`src/dpac_params.svh`:
```
// Purpose: Offsets, field positions, reset values and counts for dpac
// Assumes: Included by bare name; definitions only
// Notes: Register index times four gives the AHB byte address
`ifndef DPAC_PARAMS_SVH
`define DPAC_PARAMS_SVH

// ***************************************************
// Register indices (byte address = index * 4)
// ***************************************************
`define DPAC_IDX_AUX 8'h8E
`define DPAC_IDX_AUX1 8'hA2
`define DPAC_IDX_CLK 8'hB0
`define DPAC_IDX_PTR0 8'hB1
`define DPAC_IDX_PTR1 8'hB2
`define DPAC_IDX_TOGGLE 8'hB3
`define DPAC_IDX_CURPTR 8'hB4

// ***************************************************
// Field positions
// ***************************************************
`define DPAC_AUX_STROBE_OFF 0
`define DPAC_AUX_RAM_SEL 1
`define DPAC_AUX1_PSEL 0
`define DPAC_AUX1_UFLAG 3
`define DPAC_CLK_DBL 0

// ***************************************************
// Reset values
// ***************************************************
`define DPAC_RST_PTR 16'h0000
`define DPAC_RST_BIT 1'b0

// ***************************************************
// Clock divisions (clocks per strobe / per machine cycle)
// ***************************************************
`define DPAC_STROBE_DIV_STD 4'h6
`define DPAC_STROBE_DIV_X2 4'h3
`define DPAC_CYCLE_DIV_STD 4'hC
`define DPAC_CYCLE_DIV_X2 4'h6

`endif

```
`src/dpac_pkg.sv`:
```
// Purpose: Types shared by the dpac design files
// Assumes: Constants live in dpac_params.svh
// Notes: Each module keeps all its state in one packed struct
package dpac_pkg;

   // Width of the period counters
   localparam int DPAC_DIV_W = 4;

   // Decoded register of an AHB access
   typedef enum logic [2:0] {
      REG_NONE   = 3'b000,
      REG_AUX    = 3'b001,
      REG_AUX1   = 3'b010,
      REG_CLK    = 3'b011,
      REG_PTR0   = 3'b100,
      REG_PTR1   = 3'b101,
      REG_TOGGLE = 3'b110,
      REG_CURPTR = 3'b111
   } dpac_reg_t;

   // State of the top module
   typedef struct packed {
      logic [15:0] ptr0;
      logic [15:0] ptr1;
      logic psel;
      logic uflag;
      logic strobe_off;
      logic ram_sel;
      logic dbl;
      logic skip_pend;
      logic strobe;
      logic wr_pend;
      dpac_reg_t wr_reg;
      logic [31:0] rdata;
   } dpac_state_t;

   // State of one period divider
   typedef struct packed {
      logic [DPAC_DIV_W-1:0] cnt;
      logic tick;
   } dpac_div_t;

endpackage : dpac_pkg

```
`src/dpac_tick_div.sv`:
```
// Purpose: Free-running divider giving one tick per programmed period
// Assumes: period is at least 1 and comes from the hclk domain
// Notes: A shortened period takes effect immediately, no wrap past it
`timescale 1ns/100ps
module dpac_tick_div (
   input wire logic hclk,
   input wire logic hresetn,
   input wire logic [dpac_pkg::DPAC_DIV_W-1:0] period,
   output logic tick
);
   import dpac_pkg::*;

   dpac_div_t s_r;
   dpac_div_t s_nxt;
   logic last;

   // ***************************************************
   // Counting
   // ***************************************************
   // Compare with >= so a period change never strands the count
   always_comb begin
      s_nxt = s_r;
      last = (s_r.cnt >= (period - 1'b1));
      s_nxt.tick = last;
      s_nxt.cnt = last ? '0 : s_r.cnt + 1'b1;
   end

   // State register
   always_ff @(posedge hclk or negedge hresetn) begin
      if (!hresetn) begin
         s_r <= '0;
      end else begin
         s_r <= s_nxt;
      end
   end

   // Registered tick, one cycle wide
   assign tick = s_r.tick;

endmodule : dpac_tick_div

```
`src/dpac_top.sv`:
```
// Purpose: Dual data pointers, aux control bits, strobe and speed control
// Assumes: Core strobes are synchronous to hclk; hclk is the oscillator
// Notes: AHB-Lite slave, zero wait states, always OKAY
`timescale 1ns/100ps
`include "dpac_params.svh"

// Operation
// RL1: Two independent 16-bit pointers, selected one used
// RL2: Select bit at bit 0, reset 0
// RL3: Increment of aux register one toggles select
// RL4: User flag bit, read/write, no side effect
// RL5: Unimplemented bits undefined; software writes zeros
// RL6: Strobe continuous at 1/6 or 1/3, else moves only
// RL7: Ram select routes external moves on or off chip
// RL8: Reset standard twelve clocks; double speed six clocks
// RL9: Double speed halves peripheral time base
// RL10: Continuous strobe skips one pulse per data access
// RL11: Select change applies to next pointer use, no waits
module dpac_top (
   input wire logic hclk,
   input wire logic hresetn,
   input wire logic hsel,
   input wire logic [31:0] haddr,
   input wire logic [1:0] htrans,
   input wire logic hwrite,
   input wire logic [2:0] hsize,
   input wire logic [31:0] hwdata,
   input wire logic hready,
   output logic hreadyout,
   output logic hresp,
   output logic [31:0] hrdata,
   input wire logic core_aux1_inc,
   input wire logic core_ptr_load,
   input wire logic [15:0] core_ptr_data,
   input wire logic core_ptr_inc,
   input wire logic external_move,
   input wire logic code_move,
   input wire logic ext_data_access,
   output logic [15:0] data_pointer_reg,
   output logic pointer_select,
   output logic user_flag,
   output logic addr_latch_strobe,
   output logic on_chip_expanded_ram,
   output logic ext_data_sel,
   output logic double_speed,
   output logic periph_tick
);
   import dpac_pkg::*;

   dpac_state_t s_r;
   dpac_state_t s_nxt;
   logic ap_take;
   logic strobe_tick;
   logic [DPAC_DIV_W-1:0] strobe_period;
   logic [DPAC_DIV_W-1:0] cycle_period;

   // ***************************************************
   // Address decode
   // ***************************************************
   // Upper address bits must be zero, else the access is unmapped
   function automatic dpac_reg_t decode(input logic [31:0] a);
      dpac_reg_t r;
      r = REG_NONE;
      if (a[31:10] == 22'h000000) begin
         case (a[9:2])
            `DPAC_IDX_AUX: r = REG_AUX;
            `DPAC_IDX_AUX1: r = REG_AUX1;
            `DPAC_IDX_CLK: r = REG_CLK;
            `DPAC_IDX_PTR0: r = REG_PTR0;
            `DPAC_IDX_PTR1: r = REG_PTR1;
            `DPAC_IDX_TOGGLE: r = REG_TOGGLE;
            `DPAC_IDX_CURPTR: r = REG_CURPTR;
            default: r = REG_NONE;
         endcase
      end
      return r;
   endfunction : decode

   // ***************************************************
   // Read mux
   // ***************************************************
   // Reserved bits read as zero; unmapped reads give zero
   function automatic logic [31:0] read_reg(input dpac_state_t st, input dpac_reg_t r);
      logic [31:0] d;
      d = 32'h00000000;
      case (r)
         REG_AUX: begin
            d[`DPAC_AUX_STROBE_OFF] = st.strobe_off;
            d[`DPAC_AUX_RAM_SEL] = st.ram_sel;
         end
         REG_AUX1: begin
            d[`DPAC_AUX1_PSEL] = st.psel;
            d[`DPAC_AUX1_UFLAG] = st.uflag; // [RL4]
         end
         REG_CLK: d[`DPAC_CLK_DBL] = st.dbl;
         REG_PTR0: d[15:0] = st.ptr0;
         REG_PTR1: d[15:0] = st.ptr1;
         REG_CURPTR: d[15:0] = st.psel ? st.ptr1 : st.ptr0;
         default: d = 32'h00000000;
      endcase
      return d;
   endfunction : read_reg

   // Address phase is taken only when the bus is ready
   assign ap_take = hsel & htrans[1] & hready;

   // ***************************************************
   // Next-state logic
   // ***************************************************
   always_comb begin
      s_nxt = s_r;

      // Bus data phase write; reserved bits dropped, zeros advised [RL5]
      if (s_r.wr_pend) begin
         case (s_r.wr_reg)
            REG_AUX: begin
               s_nxt.strobe_off = hwdata[`DPAC_AUX_STROBE_OFF];
               s_nxt.ram_sel = hwdata[`DPAC_AUX_RAM_SEL];
            end
            REG_AUX1: begin
               s_nxt.psel = hwdata[`DPAC_AUX1_PSEL]; // [RL2]
               s_nxt.uflag = hwdata[`DPAC_AUX1_UFLAG]; // [RL4]
            end
            REG_CLK: s_nxt.dbl = hwdata[`DPAC_CLK_DBL]; // [RL8]
            REG_PTR0: s_nxt.ptr0 = hwdata[15:0];
            REG_PTR1: s_nxt.ptr1 = hwdata[15:0];
            REG_TOGGLE: s_nxt.psel = ~s_r.psel; // [RL3]
            default: s_nxt.wr_pend = 1'b0;
         endcase
      end

      // Core increment of aux register one: invert, never force [RL3]
      if (core_aux1_inc) begin
         s_nxt.psel = ~s_nxt.psel; // [RL3]
      end

      // Pointer instructions act on the selected pointer only [RL1]
      // Select read from the register, so a toggle last cycle counts [RL11]
      if (core_ptr_load) begin
         if (s_r.psel) begin
            s_nxt.ptr1 = core_ptr_data; // [RL1]
         end else begin
            s_nxt.ptr0 = core_ptr_data; // [RL1]
         end
      end else if (core_ptr_inc) begin
         if (s_r.psel) begin
            s_nxt.ptr1 = s_r.ptr1 + 16'h0001;
         end else begin
            s_nxt.ptr0 = s_r.ptr0 + 16'h0001;
         end
      end

      // Capture address phase for the next data phase
      s_nxt.wr_pend = ap_take & hwrite;
      s_nxt.wr_reg = ap_take ? decode(haddr) : REG_NONE;

      // Read data from the updated copy, so a write just before is seen
      if (ap_take && !hwrite) begin
         s_nxt.rdata = read_reg(s_nxt, decode(haddr));
      end else begin
         s_nxt.rdata = 32'h00000000;
      end

      // Pending skip: clear on the consumed tick, then a new access sets
      if (strobe_tick && s_r.skip_pend) begin
         s_nxt.skip_pend = 1'b0; // [RL10]
      end
      if (s_r.strobe_off) begin
         s_nxt.skip_pend = 1'b0;
      end else if (ext_data_access) begin
         s_nxt.skip_pend = 1'b1; // [RL10]
      end

      // Strobe: continuous minus skips, or only during moves [RL6]
      if (s_r.strobe_off) begin
         s_nxt.strobe = strobe_tick & (external_move | code_move); // [RL6]
      end else begin
         s_nxt.strobe = strobe_tick & ~s_r.skip_pend; // [RL10]
      end
   end

   // ***************************************************
   // State register
   // ***************************************************
   // Every control bit starts cleared: standard speed, pointer zero
   always_ff @(posedge hclk or negedge hresetn) begin
      if (!hresetn) begin
         s_r.ptr0 <= `DPAC_RST_PTR;
         s_r.ptr1 <= `DPAC_RST_PTR;
         s_r.psel <= `DPAC_RST_BIT; // [RL2]
         s_r.uflag <= `DPAC_RST_BIT; // [RL4]
         s_r.strobe_off <= `DPAC_RST_BIT;
         s_r.ram_sel <= `DPAC_RST_BIT;
         s_r.dbl <= `DPAC_RST_BIT; // [RL8]
         s_r.skip_pend <= 1'b0;
         s_r.strobe <= 1'b0;
         s_r.wr_pend <= 1'b0;
         s_r.wr_reg <= REG_NONE;
         s_r.rdata <= 32'h00000000;
      end else begin
         s_r <= s_nxt;
      end
   end

   // ***************************************************
   // Time bases
   // ***************************************************
   // Double speed halves both periods [RL6] [RL8]
   assign strobe_period = s_r.dbl ? `DPAC_STROBE_DIV_X2 : `DPAC_STROBE_DIV_STD; // [RL6]
   assign cycle_period = s_r.dbl ? `DPAC_CYCLE_DIV_X2 : `DPAC_CYCLE_DIV_STD; // [RL8]

   // Strobe rate divider
   dpac_tick_div u_strobe_div (
      .hclk(hclk),
      .hresetn(hresetn),
      .period(strobe_period),
      .tick(strobe_tick)
   );

   // Machine cycle tick that timers and serial port count on [RL9]
   dpac_tick_div u_cycle_div (
      .hclk(hclk),
      .hresetn(hresetn),
      .period(cycle_period),
      .tick(periph_tick)
   );

   // ***************************************************
   // Outputs
   // ***************************************************
   // Zero wait state slave, never an error
   assign hreadyout = 1'b1;
   assign hresp = 1'b0;
   assign hrdata = s_r.rdata;

   // Selected pointer, a mux of flops so no wait is added [RL1] [RL11]
   assign data_pointer_reg = s_r.psel ? s_r.ptr1 : s_r.ptr0;
   assign pointer_select = s_r.psel;
   assign user_flag = s_r.uflag;
   assign addr_latch_strobe = s_r.strobe;
   assign double_speed = s_r.dbl;

   // External moves routed by the ram select bit [RL7]
   assign on_chip_expanded_ram = external_move & ~s_r.ram_sel; // [RL7]
   assign ext_data_sel = external_move & s_r.ram_sel; // [RL7]

endmodule : dpac_top

```
`config.mk`:
```
export PLATFORM = sky130hd
export DESIGN_NAME = dpac_top
export DESIGN_NICKNAME = d
export VERILOG_FILES = /design/src/dpac_pkg.sv /design/src/dpac_tick_div.sv /design/src/dpac_top.sv
export VERILOG_INCLUDE_DIRS = /design/src
export SDC_FILE = /design/constraint.sdc
export NUM_CORES = 1
export LEC_CHECK = 0
export ABC_AREA = 0
export BUFFER_PORTS_ARGS = -buffer_cell sky130_fd_sc_hd__buf_2
export CORE_UTILIZATION = 45
export DETAILED_ROUTE_END_ITERATION = 7
export PLACE_DENSITY = 0.71
export SYNTH_ARGS = -nofsm -noshare
export SYNTH_HDL_FRONTEND = slang
export SYNTH_SLANG_ARGS = --single-unit
```
`constraint.sdc`:
```
create_clock -name hclk -period 3.2 [get_ports hclk]
set_input_delay 0.16 -clock hclk [delete_from_list [all_inputs] [get_ports hclk]]
set_output_delay 0.16 -clock hclk [all_outputs]
set_load 0.005 [all_outputs]
```
==> metrics.md <==
| Metric | Value |
|---|---|
| Cells after Synth | `548` |
| Final hold vios | `15` |
| Post-CTS setup buffer count | `0` |
| Vias per cell | `6.009` |
| Rows | `38` |
| GRT Util Overall | `24.98%` |
| CTS sink count | `approximately 70` |
| Drc violations | `1` |
| GRT overflow | `0` |
| Finish-stage setup viols | `0` |
| RSZ-0062 raised after global routing | `no` |
| Worst Tran Pin Value | `0.8535 ns` |
| Layout area overhead | `12.78%` |
| Req. time, crit path | `~3.5 ns` |
| 1st-iter DRT viols | `438` |
| Core area | `10840 µm²` |
| Pre-CTS setup slack | `0.8325 ns` |
| Vias post-DR | `4657` |
| Synth warnings | `0` |
| DRT Pass-1 Iters | `7` |
| Hold_buf cts | `0` |
| Final worst slack | `0.7758 ns` |
| Synth Cell Area | `5002 µm²` |
| Worst-path clk slew | `0.07 ns` |
| Total Routed Length | `14.10 mm` |
| Post-detailed-route wirelength per cell | `~18 µm` |
| Slew margin rel. | `43.10%` |
| Starting density of the core | `46.14%` |
| I/O Buffers | `112` |
| Max-Cap Viols | `0` |
| Ant. Diodes | `0` |
| Mean Syn Cell Area | `9.128 µm²` |
| Die area | `between 10000 and 15000 µm²` |
| Period minus WS final | `between 2 and 2.5 ns` |
| Status | `complete, but fails checks` |
| Clock Path Buffers | `2` |
| Crit path DAT | `2.72 ns` |
| Fin Hold WS | `-0.006936 ns` |
| Async S/R FF share, synth | `100.0%` |
| Post-synth cell types | `70` |
| VDD IR max | `197.5 µV` |
| Initial antenna violation count | `0` |
| Io pins | `153` |
| Crit start category | `flop` |
| Pwr Density | `~480 nW/µm²` |
| Worst-path maximum fanout | `28` |
| Clk_lat worst skew | `0.36 ns` |
| DP HPWL | `9.973 mm` |
| # nets final | `around 740` |
| Hold WC Path Type | `in -> async` |
| First-pass GRT wire length | `22.01 mm` |
| Largest net degree at the start of global routing | `70` |
| Die height | `107.4 µm` |
| Sequential fraction of the synthesis area | `34.52%` |
| Number of flops mapped to enable cells by yosys | `0` |
| Crit end category | `flop` |
| Final Util | `between 50% and 60%` |
| Top FF cell, synth | `dfrtp_1` |
| Layout cells sized above 1 | `31.02%` |
| Pleak | `0.002436 µW` |
| Remaining antenna violation count | `0` |
| CTS HTree Levels | `3` |
| CTS tree | `built` |
| Clock buffer count from CTS | `9` |
| Pwr Total | `2730 µW` |
| Violations in the final reports | `design-rule violations, negative hold slack` |
| Crit Path Class | `reg -> reg` |
| Vias in the first global route | `4447` |
| Post-Route Skew | `0.007881 ns` |
| Die X | `107.4 µm` |
| Final Max Slew Viols | `0` |
| Final clock period utilization by the worst path | `75.76%` |
| CTS root buf | `clkbuf_8` |
| Post-CTS sizing | `0` |
| Setup TNS | `0 ns` |
| Max Freq | `412.5 MHz` |
| GPL Wtd Cong | `0.9295` |
| Yosys reg bits | `69` |
area by class of cell:
type,count,area [µm²]
Clock inverter,1,7.507
Timing Repair Buffer,124,650.6
Tap cell,140,175.2
Fill cell,1036,5199
Multi-Input combinational cell,416,2878
Sequential cell,69,1727
Clock buffer,13,158.9
Inverter,12,45.04
metal layers:
metal / vias up / track usage [%] / wire length (µm)
li1: 2135 / - / -
met1: 2229 / 32.04 / 5904
met2: 268 / 40.18 / 6737
met3: 25 / 5.811 / 1189
met4: 0 / 10.76 / 265
met5: - / 0 / 0
kinds of logic after synthesis:
logic type / Yosys count / share of synthesized area [%]
compound gates: 129 / 18.46
xor+xnor: 25 / 4.377
fa+ha+maj: 10 / 2.501
buf+inv: 79 / 9.154
flops: 69 / 34.52
mux: 43 / 9.355
other cells: 2 / 0.1501
simple gates: 191 / 21.49
layout by cell type (no fill, tap or decap), types with 5 or more instances in the layout:
| cell type | Yosys | final |
|---|---|---|
| a21oi_1 | 33 | 33 |
| xnor2_1 | 18 | 18 |
| a31oi_1 | 8 | 8 |
| nor3_1 | 6 | 6 |
| clkbuf_8 | 0 | 11 |
| conb_1 | 2 | 18 |
| dfrtp_1 | 69 | 69 |
| a21oi_2 | 10 | 10 |
| ha_1 | 10 | 10 |
| inv_1 | 11 | 11 |
| and2_1 | 5 | 5 |
| o211ai_1 | 15 | 15 |
| o21ai_0 | 18 | 18 |
| buf_2 | 15 | 112 |
| xor2_1 | 7 | 7 |
| nor2b_1 | 9 | 9 |
| nand4_1 | 11 | 11 |
| nor4_1 | 10 | 10 |
| mux2i_1 | 13 | 13 |
| nor2_1 | 29 | 29 |
| buf_4 | 36 | 12 |
| o22ai_1 | 10 | 10 |
| and4_1 | 5 | 5 |
| nand2_1 | 40 | 40 |
| nand3_1 | 33 | 33 |
| mux2_2 | 30 | 30 |
| nand2b_1 | 11 | 11 |
worst max-delay path: stages (launching register included):
cell	delay, ns
dfrtp_1	0.75
buf_4	0.44
nand2_1	0.18
or3_1	0.38
a32oi_1	0.29
o211ai_1	0.15
a21oi_2	0.16
power breakdown:
part / internal, µW / switching, µW
sequential: 987 / 197
clock: 316 / 318
combinational: 422 / 490
final timing paths:
check / slack [ns] / to / start / depth (start not counted)
min reg2reg: 0.47 / s_r[37] / s_r[40] / 1
max in group asynchronous: 2.66 / s_r[39] / hresetn / 2
max: 0.78 / hrdata[9] / pointer_select / 6
min: -0.007 / hrdata[14] / hresetn / 2
max reg2reg: 0.78 / hrdata[9] / pointer_select / 6
min in group hclk: 0.04 / s_r[37] / ext_data_access / 3
cells in the mapped netlist, types with 11 or more instances:
master	number	area [µm²]
nand4_1	11	68.82
o21ai_0	18	90.09
buf_4	36	270.3
clkbuf_1	12	45.04
nand2_1	40	150.1
mux2_2	30	337.8
a21oi_1	33	165.2
nor2_1	29	108.9
nand3_1	33	165.2
buf_2	15	75.07
inv_1	11	41.29
dfrtp_1	69	1727
xnor2_1	18	157.7
nand2b_1	11	68.82
mux2i_1	13	130.1
o211ai_1	15	112.6
flip-flops by register name, indices dropped and copies added, names as in the netlist:
register / cells
s_r: 39
hrdata: 16
u_cycle_div.s_r: 4
u_strobe_div.s_r: 4
addr_latch_strobe: 1
double_speed: 1
pointer_select: 1
u_cycle_div.tick: 1
u_strobe_div.tick: 1
user_flag: 1
per-stage QoR:
step	instance area, µm²	std cells
global route	5642	775
global placement	5475	761
CTS	5642	775
finish	5642	775
floorplan	5062	564
detailed placement	5475	761
Power figures use the tool's default switching activity.
